==> src/design/shs_defs.vh <==
// Purpose: constants for the standby halt/stop controller
// Assumes: included by bare name from design files
// Notes: offsets, field positions, reset values and wait codes
`ifndef SHS_DEFS_VH
`define SHS_DEFS_VH
`define SHS_SETTLE_ADDR 16'hfffa
`define SHS_SETTLE_RESET 8'h04
`define SHS_SEL_MSB 2
`define SHS_SEL_LSB 0
`define SHS_SEL_W12 3'h0
`define SHS_SEL_W14 3'h1
`define SHS_SEL_W15 3'h2
`define SHS_SEL_W16 3'h3
`define SHS_SEL_W17 3'h4
`define SHS_EXP_W12 5'h0c
`define SHS_EXP_W14 5'h0e
`define SHS_EXP_W15 5'h0f
`define SHS_EXP_W16 5'h10
`define SHS_EXP_W17 5'h11
`define SHS_WAKE_VEC 4'h8
`define SHS_WAKE_NEXT 4'h2
`endif

==> src/design/shs_standby_ctrl.v <==
// Purpose: halt/stop standby controller between cpu core and interrupt logic
// Assumes: i_clk is the system clock; oscillator state reported by i_osc_running
//          the oscillator cell reports its state asynchronously
// Notes: settle register reached by the cpu data-memory port at its fixed address
//        only the three select bits are stored; the upper bits always read zero
//        halt wake waits use the shorter figure of each pair the core allows
//        codes 5..7 are prohibited and fall back to the longest settle wait
//        after a real stop the settle counter runs only once the restarted oscillator is seen
`timescale 1ns/1ps
`default_nettype none
`include "shs_defs.vh"
module shs_standby_ctrl #(
    parameter CNT_W = 18
) (
    input wire i_clk,
    input wire i_resetn,
    input wire i_halt_exec,
    input wire i_stop_exec,
    input wire i_irq_pending,
    input wire i_ack_enable_flag,
    input wire i_nmi_req,
    input wire i_hold_instr,
    input wire i_instr_done,
    input wire i_osc_running,
    input wire i_wr_en,
    input wire i_rd_en,
    input wire [15:0] i_addr,
    input wire [7:0] i_wdata,
    output reg [7:0] o_rdata,
    output wire o_cpu_clk_en,
    output wire o_osc_enable,
    output reg o_vector_req,
    output reg o_resume_next,
    output wire o_in_halt,
    output wire o_in_stop,
    output reg o_retain
);
    // sequencer states; settle serves both stop exit and stop degraded to halt
    localparam [2:0] ST_RUN = 3'h0;
    localparam [2:0] ST_HALT = 3'h1;
    localparam [2:0] ST_STOP = 3'h2;
    localparam [2:0] ST_SETTLE = 3'h3;
    localparam [2:0] ST_WAKE = 3'h4;

    // exponent for the selected settle code; unknown codes fall back to longest
    // a shift of one by this exponent gives the settle length in clocks
    function [4:0] settle_exp;
        input [2:0] sel;
        begin
            case (sel)
                `SHS_SEL_W12: settle_exp = `SHS_EXP_W12;
                `SHS_SEL_W14: settle_exp = `SHS_EXP_W14;
                `SHS_SEL_W15: settle_exp = `SHS_EXP_W15;
                `SHS_SEL_W16: settle_exp = `SHS_EXP_W16;
                `SHS_SEL_W17: settle_exp = `SHS_EXP_W17;
                default: settle_exp = `SHS_EXP_W17;
            endcase
        end
    endfunction

    // oscillator status comes from the analogue cell, so synchronise it
    // nothing but the second flop is read, so a metastable first stage stays contained
    reg osc_s1_q;
    reg osc_s2_q;
    always @(posedge i_clk or negedge i_resetn) begin
        if (!i_resetn) begin
            osc_s1_q <= 1'b0;
            osc_s2_q <= 1'b0;
        end else begin
            osc_s1_q <= i_osc_running;
            osc_s2_q <= osc_s1_q;
        end
    end

    // settle select register and the mode sequencer state
    reg [7:0] settle_sel_q;
    reg [2:0] state_q;
    reg [2:0] state_d;
    // one down-counter serves both the halt wake wait and the stop settle wait
    reg [CNT_W-1:0] cnt_q;
    reg [CNT_W-1:0] cnt_d;
    // outcome chosen at release: vector or continue with the next instruction
    reg vec_q;
    reg vec_d;
    // last completed instruction was of the interrupt-hold kind
    reg held_q;
    // stop degraded to halt because a request was already pending
    reg stop_halt_q;
    reg stop_halt_d;
    // oscillator seen stopped since stop entry; guards against a stale running flag
    reg osc_down_q;

    // register decode is a plain compare against the fixed data-memory address
    wire sel_hit = (i_addr == `SHS_SETTLE_ADDR);
    wire [CNT_W-1:0] one = {{(CNT_W-1){1'b0}}, 1'b1};
    // settle length follows the register live, so a rewrite during stop counts at restart
    wire [2:0] sel_code = settle_sel_q[`SHS_SEL_MSB:`SHS_SEL_LSB];
    wire [CNT_W-1:0] settle_len = one << settle_exp(sel_code);
    // halt wake waits; the core accepts either figure of each pair, the shorter saves a clock
    wire [CNT_W-1:0] wake_vec_len = {{(CNT_W-4){1'b0}}, `SHS_WAKE_VEC};
    wire [CNT_W-1:0] wake_next_len = {{(CNT_W-4){1'b0}}, `SHS_WAKE_NEXT};
    // priority never gates the pending request; it only shapes acknowledgement
    wire wake_src = i_irq_pending | i_nmi_req;
    // a non-maskable request vectors whatever the acknowledge enable flag says
    wire do_vector = i_nmi_req | i_ack_enable_flag;
    // one-cycle view of the sequencer returning to run, shared by the outcome pulses
    wire release_run = (state_q != ST_RUN) && (state_d == ST_RUN);

    // settle select register: only the low three bits are implemented
    // prohibited codes are stored as written; the length decode treats them as longest
    always @(posedge i_clk or negedge i_resetn) begin
        if (!i_resetn) begin
            settle_sel_q <= `SHS_SETTLE_RESET;
        end else if (i_wr_en && sel_hit) begin
            settle_sel_q <= {5'h00, i_wdata[`SHS_SEL_MSB:`SHS_SEL_LSB]};
        end
    end

    // read data held in a flop; unmapped addresses read zero
    // the flop keeps its value between reads, so the core may sample it late
    always @(posedge i_clk or negedge i_resetn) begin
        if (!i_resetn) begin
            o_rdata <= 8'h00;
        end else if (i_rd_en) begin
            o_rdata <= sel_hit ? settle_sel_q : 8'h00;
        end
    end

    // hold instruction defers acknowledgement past the next ordinary instruction
    // only the most recently completed instruction matters, so each completion reloads it
    always @(posedge i_clk or negedge i_resetn) begin
        if (!i_resetn) begin
            held_q <= 1'b0;
        end else if (i_instr_done) begin
            held_q <= i_hold_instr;
        end
    end

    // mode sequencer: run, halt, stop, settle and wake
    // settle serves both a real stop exit and a stop that degraded to halt
    // the stop hold while the oscillator is off sits in the state register below
    always @* begin
        state_d = state_q;
        cnt_d = cnt_q;
        vec_d = vec_q;
        stop_halt_d = stop_halt_q;
        case (state_q)
            ST_RUN: begin
                // only run sees instructions; stop wins over a halt in the same cycle
                if (i_stop_exec) begin
                    if (i_irq_pending) begin
                        // pending request: stop degrades to halt plus settle wait
                        state_d = ST_SETTLE;
                        cnt_d = settle_len;
                        vec_d = do_vector;
                        stop_halt_d = 1'b1;
                    end else begin
                        state_d = ST_STOP;
                    end
                end else if (i_halt_exec) begin
                    state_d = ST_HALT;
                end
            end
            ST_HALT: begin
                if (wake_src) begin
                    state_d = ST_WAKE;
                    vec_d = do_vector;
                    if (do_vector) begin
                        cnt_d = wake_vec_len;
                    end else begin
                        cnt_d = wake_next_len;
                    end
                end
            end
            ST_STOP: begin
                // count nothing until the oscillator really runs again; the down flag
                // keeps the lagging running flag of the entry cycles from starting it early
                if (osc_s2_q && osc_down_q) begin
                    state_d = ST_SETTLE;
                    cnt_d = settle_len;
                end
                vec_d = do_vector;
            end
            ST_SETTLE: begin
                // cpu stays gated until the full settle count has run out
                if (cnt_q == one) begin
                    state_d = ST_RUN;
                    stop_halt_d = 1'b0;
                end
                cnt_d = cnt_q - one;
            end
            ST_WAKE: begin
                // short wake after halt; the oscillator never stopped
                if (cnt_q == one) begin
                    state_d = ST_RUN;
                end
                cnt_d = cnt_q - one;
            end
            default: state_d = ST_RUN;
        endcase
    end

    // the synchronised running flag lags stop entry by a few clocks; a restart only
    // counts once the flag has first been seen low inside this stop
    always @(posedge i_clk or negedge i_resetn) begin
        if (!i_resetn) begin
            osc_down_q <= 1'b0;
        end else if (state_q != ST_STOP) begin
            osc_down_q <= 1'b0;
        end else if (!osc_s2_q) begin
            osc_down_q <= 1'b1;
        end
    end

    // stop mode waits for an unmasked request before asking the oscillator back
    // a non-maskable request does not release stop, so only the pending flag is used
    reg osc_req_q;
    always @(posedge i_clk or negedge i_resetn) begin
        if (!i_resetn) begin
            osc_req_q <= 1'b1;
        end else if (state_q == ST_RUN && i_stop_exec && !i_irq_pending) begin
            osc_req_q <= 1'b0;
        end else if (state_q == ST_STOP && i_irq_pending) begin
            osc_req_q <= 1'b1;
        end
    end

    // async reset also releases halt and stop, restarting from the reset vector
    // retention of cpu contents is the core's business; only the mode lives here
    // a stop cut by reset leaves the oscillator request raised again at once
    always @(posedge i_clk or negedge i_resetn) begin
        if (!i_resetn) begin
            state_q <= ST_RUN;
            cnt_q <= {CNT_W{1'b0}};
            vec_q <= 1'b0;
            stop_halt_q <= 1'b0;
        end else begin
            // stop leaves only once oscillator is requested again
            if (state_q == ST_STOP && !osc_req_q) begin
                state_q <= ST_STOP;
            end else begin
                state_q <= state_d;
            end
            cnt_q <= cnt_d;
            vec_q <= vec_d;
            stop_halt_q <= stop_halt_d;
        end
    end

    // outcome pulse on the return to run; held request defers vectoring
    // pulses, not levels: the core takes them in the single cycle it resumes
    always @(posedge i_clk or negedge i_resetn) begin
        if (!i_resetn) begin
            o_vector_req <= 1'b0;
            o_resume_next <= 1'b0;
        end else begin
            o_vector_req <= release_run && vec_q && !held_q;
            o_resume_next <= release_run && (!vec_q || held_q);
        end
    end

    // retention flag freezes port latches and cpu state outside run
    // taken from the next state so it rises together with the clock gate
    always @(posedge i_clk or negedge i_resetn) begin
        if (!i_resetn) begin
            o_retain <= 1'b0;
        end else begin
            o_retain <= (state_d != ST_RUN);
        end
    end

    // cpu clock gated in every non-run state; oscillator off only in true stop
    assign o_cpu_clk_en = (state_q == ST_RUN);
    // the oscillator request is a flop, so the enable pin never glitches
    assign o_osc_enable = osc_req_q;
    // stop that degraded to halt reports halt while it settles
    assign o_in_halt = (state_q == ST_HALT) || stop_halt_q;
    // the settle phase after a real stop reports neither mode
    assign o_in_stop = (state_q == ST_STOP);
endmodule
`default_nettype wire

==> config.mk <==
export PLATFORM = sky130hd
export DESIGN_NAME = shs_standby_ctrl
export DESIGN_NICKNAME = d
export VERILOG_FILES = /design/src/design/shs_standby_ctrl.v
export VERILOG_INCLUDE_DIRS = /design/src /design/src/design
export SDC_FILE = /design/constraint.sdc
export NUM_CORES = 1
export LEC_CHECK = 0
export BUFFER_PORTS_ARGS = -buffer_cell sky130_fd_sc_hd__clkbuf_2
export CAP_MARGIN = 0
export CORE_UTILIZATION = 35
export CTS_CLUSTER_SIZE = 20
export DETAILED_ROUTE_END_ITERATION = 8
export GPL_TIMING_DRIVEN = 0
export PLACE_DENSITY = 0.55
export SYNTH_ARGS = -nofsm -noshare
export SYNTH_HDL_FRONTEND = slang
export SYNTH_SLANG_ARGS = --single-unit
==> constraint.sdc <==
create_clock -name i_clk -period 2.3 [get_ports i_clk]
set_input_delay 0.575 -clock i_clk [delete_from_list [all_inputs] [get_ports i_clk]]
set_output_delay 0.575 -clock i_clk [all_outputs]
set_load 0.02 [all_outputs]
==> impl_metrics.tcl <==
set metrics [dict create \
    worstHoldPathCells 0 \
    cts_buffer_depth 2 \
    slew_headroom_pct 38.4 \
    instances_no_fill 349 \
    io_pins 51 \
    timing.rr.start "cnt_q[4]" \
    rsz0062_at_grt "false" \
    wl_per_cell_um 13.6 \
    rr_worst_depth 5 \
    ys.flop_type "dfrtp_1" \
    dpl_worst_slack_ns -0.132 \
    synth.cell_area_sq_mm 0.00211 \
    routed.top_layer "met4" \
    path_class "register to primary output" \
    rows 27 \
    reg2reg_slack_ns 0.19 \
    vdd_ir_drop_max_mv 0.493 \
    finalPower_uw 3340 \
    dieArea_sq_mm 0.00635 \
    setup_viol 0 \
    synthTopCellsByCount "dfrtp_1 (35), o21ai_0 (24), nor2_1 (21)" \
    holdWs_ns 0.354 \
    die_h_um 79.7 \
    fmax_mhz 464 \
    critPathLaunchType "register" \
    start_util_pct 37.2 \
    wl_met1_um 2450 \
    worst_slew_pin_slew_ns 0.924 \
    grt_max_degree 38 \
    wirelength_um 4740 \
    syn_inst 227 \
    cts-root-buf "clkbuf_8" \
    gp_congestion 0.807 \
    dr_wl_met2_um 2050 \
    area_growth_pct 20.9 \
    worstPathRequired_ns 1.73 \
    ys_ff_latch 37 \
    gr-total-overflow 0 \
    static-leakage-power_uw 0.00114 \
    final_nets 314 \
    cts_tree "built" \
    drv_cap 0 \
    critPathSlowestCell "dfrtp_1" \
    finClkSkew_ns 0.0149 \
    grt_pass1_vias 1654 \
    yosysTopAreaCell "dfrtp_1" \
    syn_area_per_cell_sq_um 9.30 \
    dp_hpwl_um 3430 \
    track_usage_pct 16.3 \
    cp_cell_sequence "buf_2, nand2b_1, nor2_1, or2_2, clkbuf_2" \
    clock-sinks 37 \
    path_clk_slew_ns 0.07 \
    synth_area_leaders "dfrtp_1 (41%), o21ai_0 (5.7%), a21oi_1 (3.8%)" \
    hold_viol 0 \
    ys_types 54 \
    synth-seq-area-share_pct 44.0 \
    vias_per_cell 5.29 \
    hold_path_class "register to register" \
    cpPeakStageDelay_ns 0.33 \
    ctsHoldBuffers 0 \
    path_max_fanout 10 \
    drtAntennaViolNets 0 \
    timing.rr.end "cnt_q[17]" \
    n_antenna_cell 0 \
    hp-start "osc_s1_q" \
    first_pass_iters 4 \
    cp.arrival_ns 1.58 \
    yosys.area.top_type_share_pct 41.5 \
    core_area_sq_mm 0.00568 \
    port_buffers 39 \
    drive_above_1_share_pct 28.9 \
    h-tree-depth 2 \
    dp.cells 342 \
    setup_ws_ns 0.147 \
    synth_edf_count 0 \
    synth_most_common_cell "dfrtp_1" \
    numCtsBuffers 5 \
    holdPathEnd "osc_s2_q" \
    drv_slew 0 \
    status "finished clean" \
    yosys_warnings 0 \
    drt_iter0_drc 65 \
    die_x_um 79.7 \
    synthArstFlopShare_pct 100 \
    clkLatencyLatePin_ns 0.29 \
    power_density_mw_per_mm2 1310 \
    drc_errors 0 \
    antenna_found_initial 0 \
    period_minus_slack_ns 2.15 \
    cp-end-kind "primary output" \
    period_share_pct 93.6 \
    via_count 1846 \
    routed-wl-met3_um 196 \
    grt_pass1_wl_um 7920 \
]
stage by stage:
stage / setup TNS, ns / utilization, % / area, sq um
floorplan: 0 / - / 2130
global placement: -0.723 / 42.5 / 2410
detailed placement: -0.924 / 42.5 / 2410
CTS: 0 / 45.0 / 2550
global route: 0 / 45.0 / 2550
finish: 0 / 45.0 / 2550
timing repair:
| action | 4_1_cts | 5_1_grt |
|---|---|---|
| endpoints found under the setup margin | 2 | 12 |
| setup buffers | 0 | 0 |
| pin swaps | 0 | 0 |
| resized for setup | 2 | 1 |
power breakdown:
part	total, uW	switching [uW]	internal, uW
registers	1030	196	835
clock network	670	239	431
logic	1640	1010	624
total	3340	1450	1890
cell type report:
type | count | area, sq um
tap | 72 | 90.1
buffer | 13 | 73.8
multi-input combinational | 169 | 1090
inverter | 11 | 41.3
clock inverter | 3 | 65.1
sequential | 37 | 928
fill | 578 | 3120
clock buffer | 5 | 68.8
timing repair buffer | 39 | 195
how the worst max path moves through the flow:
stage / from / to / slack, ns / cells after the start
final: state_q[2] / o_in_halt / 0.15 / 5
after global routing: state_q[2] / o_in_halt / 0.03 / 5
after CTS: state_q[1] / o_in_halt / 0.03 / 5
after detailed placement: i_irq_pending / cnt_q[4] / -0.13 / 7
after global placement: i_irq_pending / cnt_q[9] / -0.11 / 7
after floorplan: state_q[1] / o_cpu_clk_en / 0.34 / 3
registers in the layout, summed over array words and instances, names as in the netlist:
register and count:
cnt_q 18, o_rdata 3, settle_sel_q 3, state_q 3, held_q 1, o_osc_enable 1
o_resume_next 1, o_retain 1, o_vector_req 1, osc_down_q 1, osc_s1_q 1, osc_s2_q 1
stop_halt_q 1, vec_q 1
critical path, delay by kind of cell (launching register included):
family	cells	cell delay, ns
and+or+nand+nor	3	0.57
DFF	1	0.33
buffers and inverters	2	0.39
kinds of logic (layout without fill, tap and decap cells):
kind of cell	after synthesis	in the layout	share of synthesized area, %
AOI/OAI and AO/OA	72	72	21.0
adders and majority gates	2	2	1.18
buffers and inverters	25	71	5.57
DFF	37	37	44.0
muxes	6	6	3.14
other	1	5	0.178
and+or+nand+nor	84	84	25.0
placed cells by master, fill, tap and decap left out, types with 2 or more instances in the layout:
| cell | Yosys | routed |
|---|---|---|
| clkbuf_2 | 0 | 40 |
| dfrtp_1 | 35 | 35 |
| o21ai_0 | 24 | 24 |
| nor2_1 | 21 | 21 |
| a21oi_1 | 16 | 16 |
| nand2_1 | 14 | 14 |
| inv_1 | 11 | 11 |
| a31oi_1 | 6 | 6 |
| nand3_1 | 6 | 6 |
| nand4_1 | 6 | 6 |
| buf_4 | 5 | 5 |
| conb_1 | 1 | 5 |
| clkbuf_8 | 0 | 5 |
| buf_2 | 4 | 4 |
| o22ai_1 | 4 | 4 |
| nor3_1 | 5 | 4 |
| mux2_2 | 4 | 4 |
| nor4_1 | 3 | 3 |
| nor4b_4 | 3 | 3 |
| clkbuf_1 | 5 | 3 |
| nand2b_1 | 3 | 3 |
| nand3b_1 | 3 | 3 |
| o31ai_1 | 3 | 3 |
| and2_1 | 2 | 2 |
| or4_4 | 2 | 2 |
| nor2b_1 | 2 | 2 |
| o21bai_1 | 2 | 2 |
| o21ai_2 | 1 | 2 |
| or2_2 | 2 | 2 |
| and3_1 | 2 | 2 |
| a21boi_0 | 2 | 2 |
| o21ai_1 | 3 | 2 |
| a32oi_1 | 2 | 2 |
| ha_1 | 2 | 2 |
| bufinv_16 | 0 | 2 |
| dfstp_2 | 2 | 2 |
metal layers:
layer  global-route usage, %  up-vias
li1                        -      921
met1                    23.5      878
met2                    24.1       43
met3                    3.66        4
met4                    4.91        0
met5                       0        -
No activity file was read; power rests on OpenSTA's default activity.
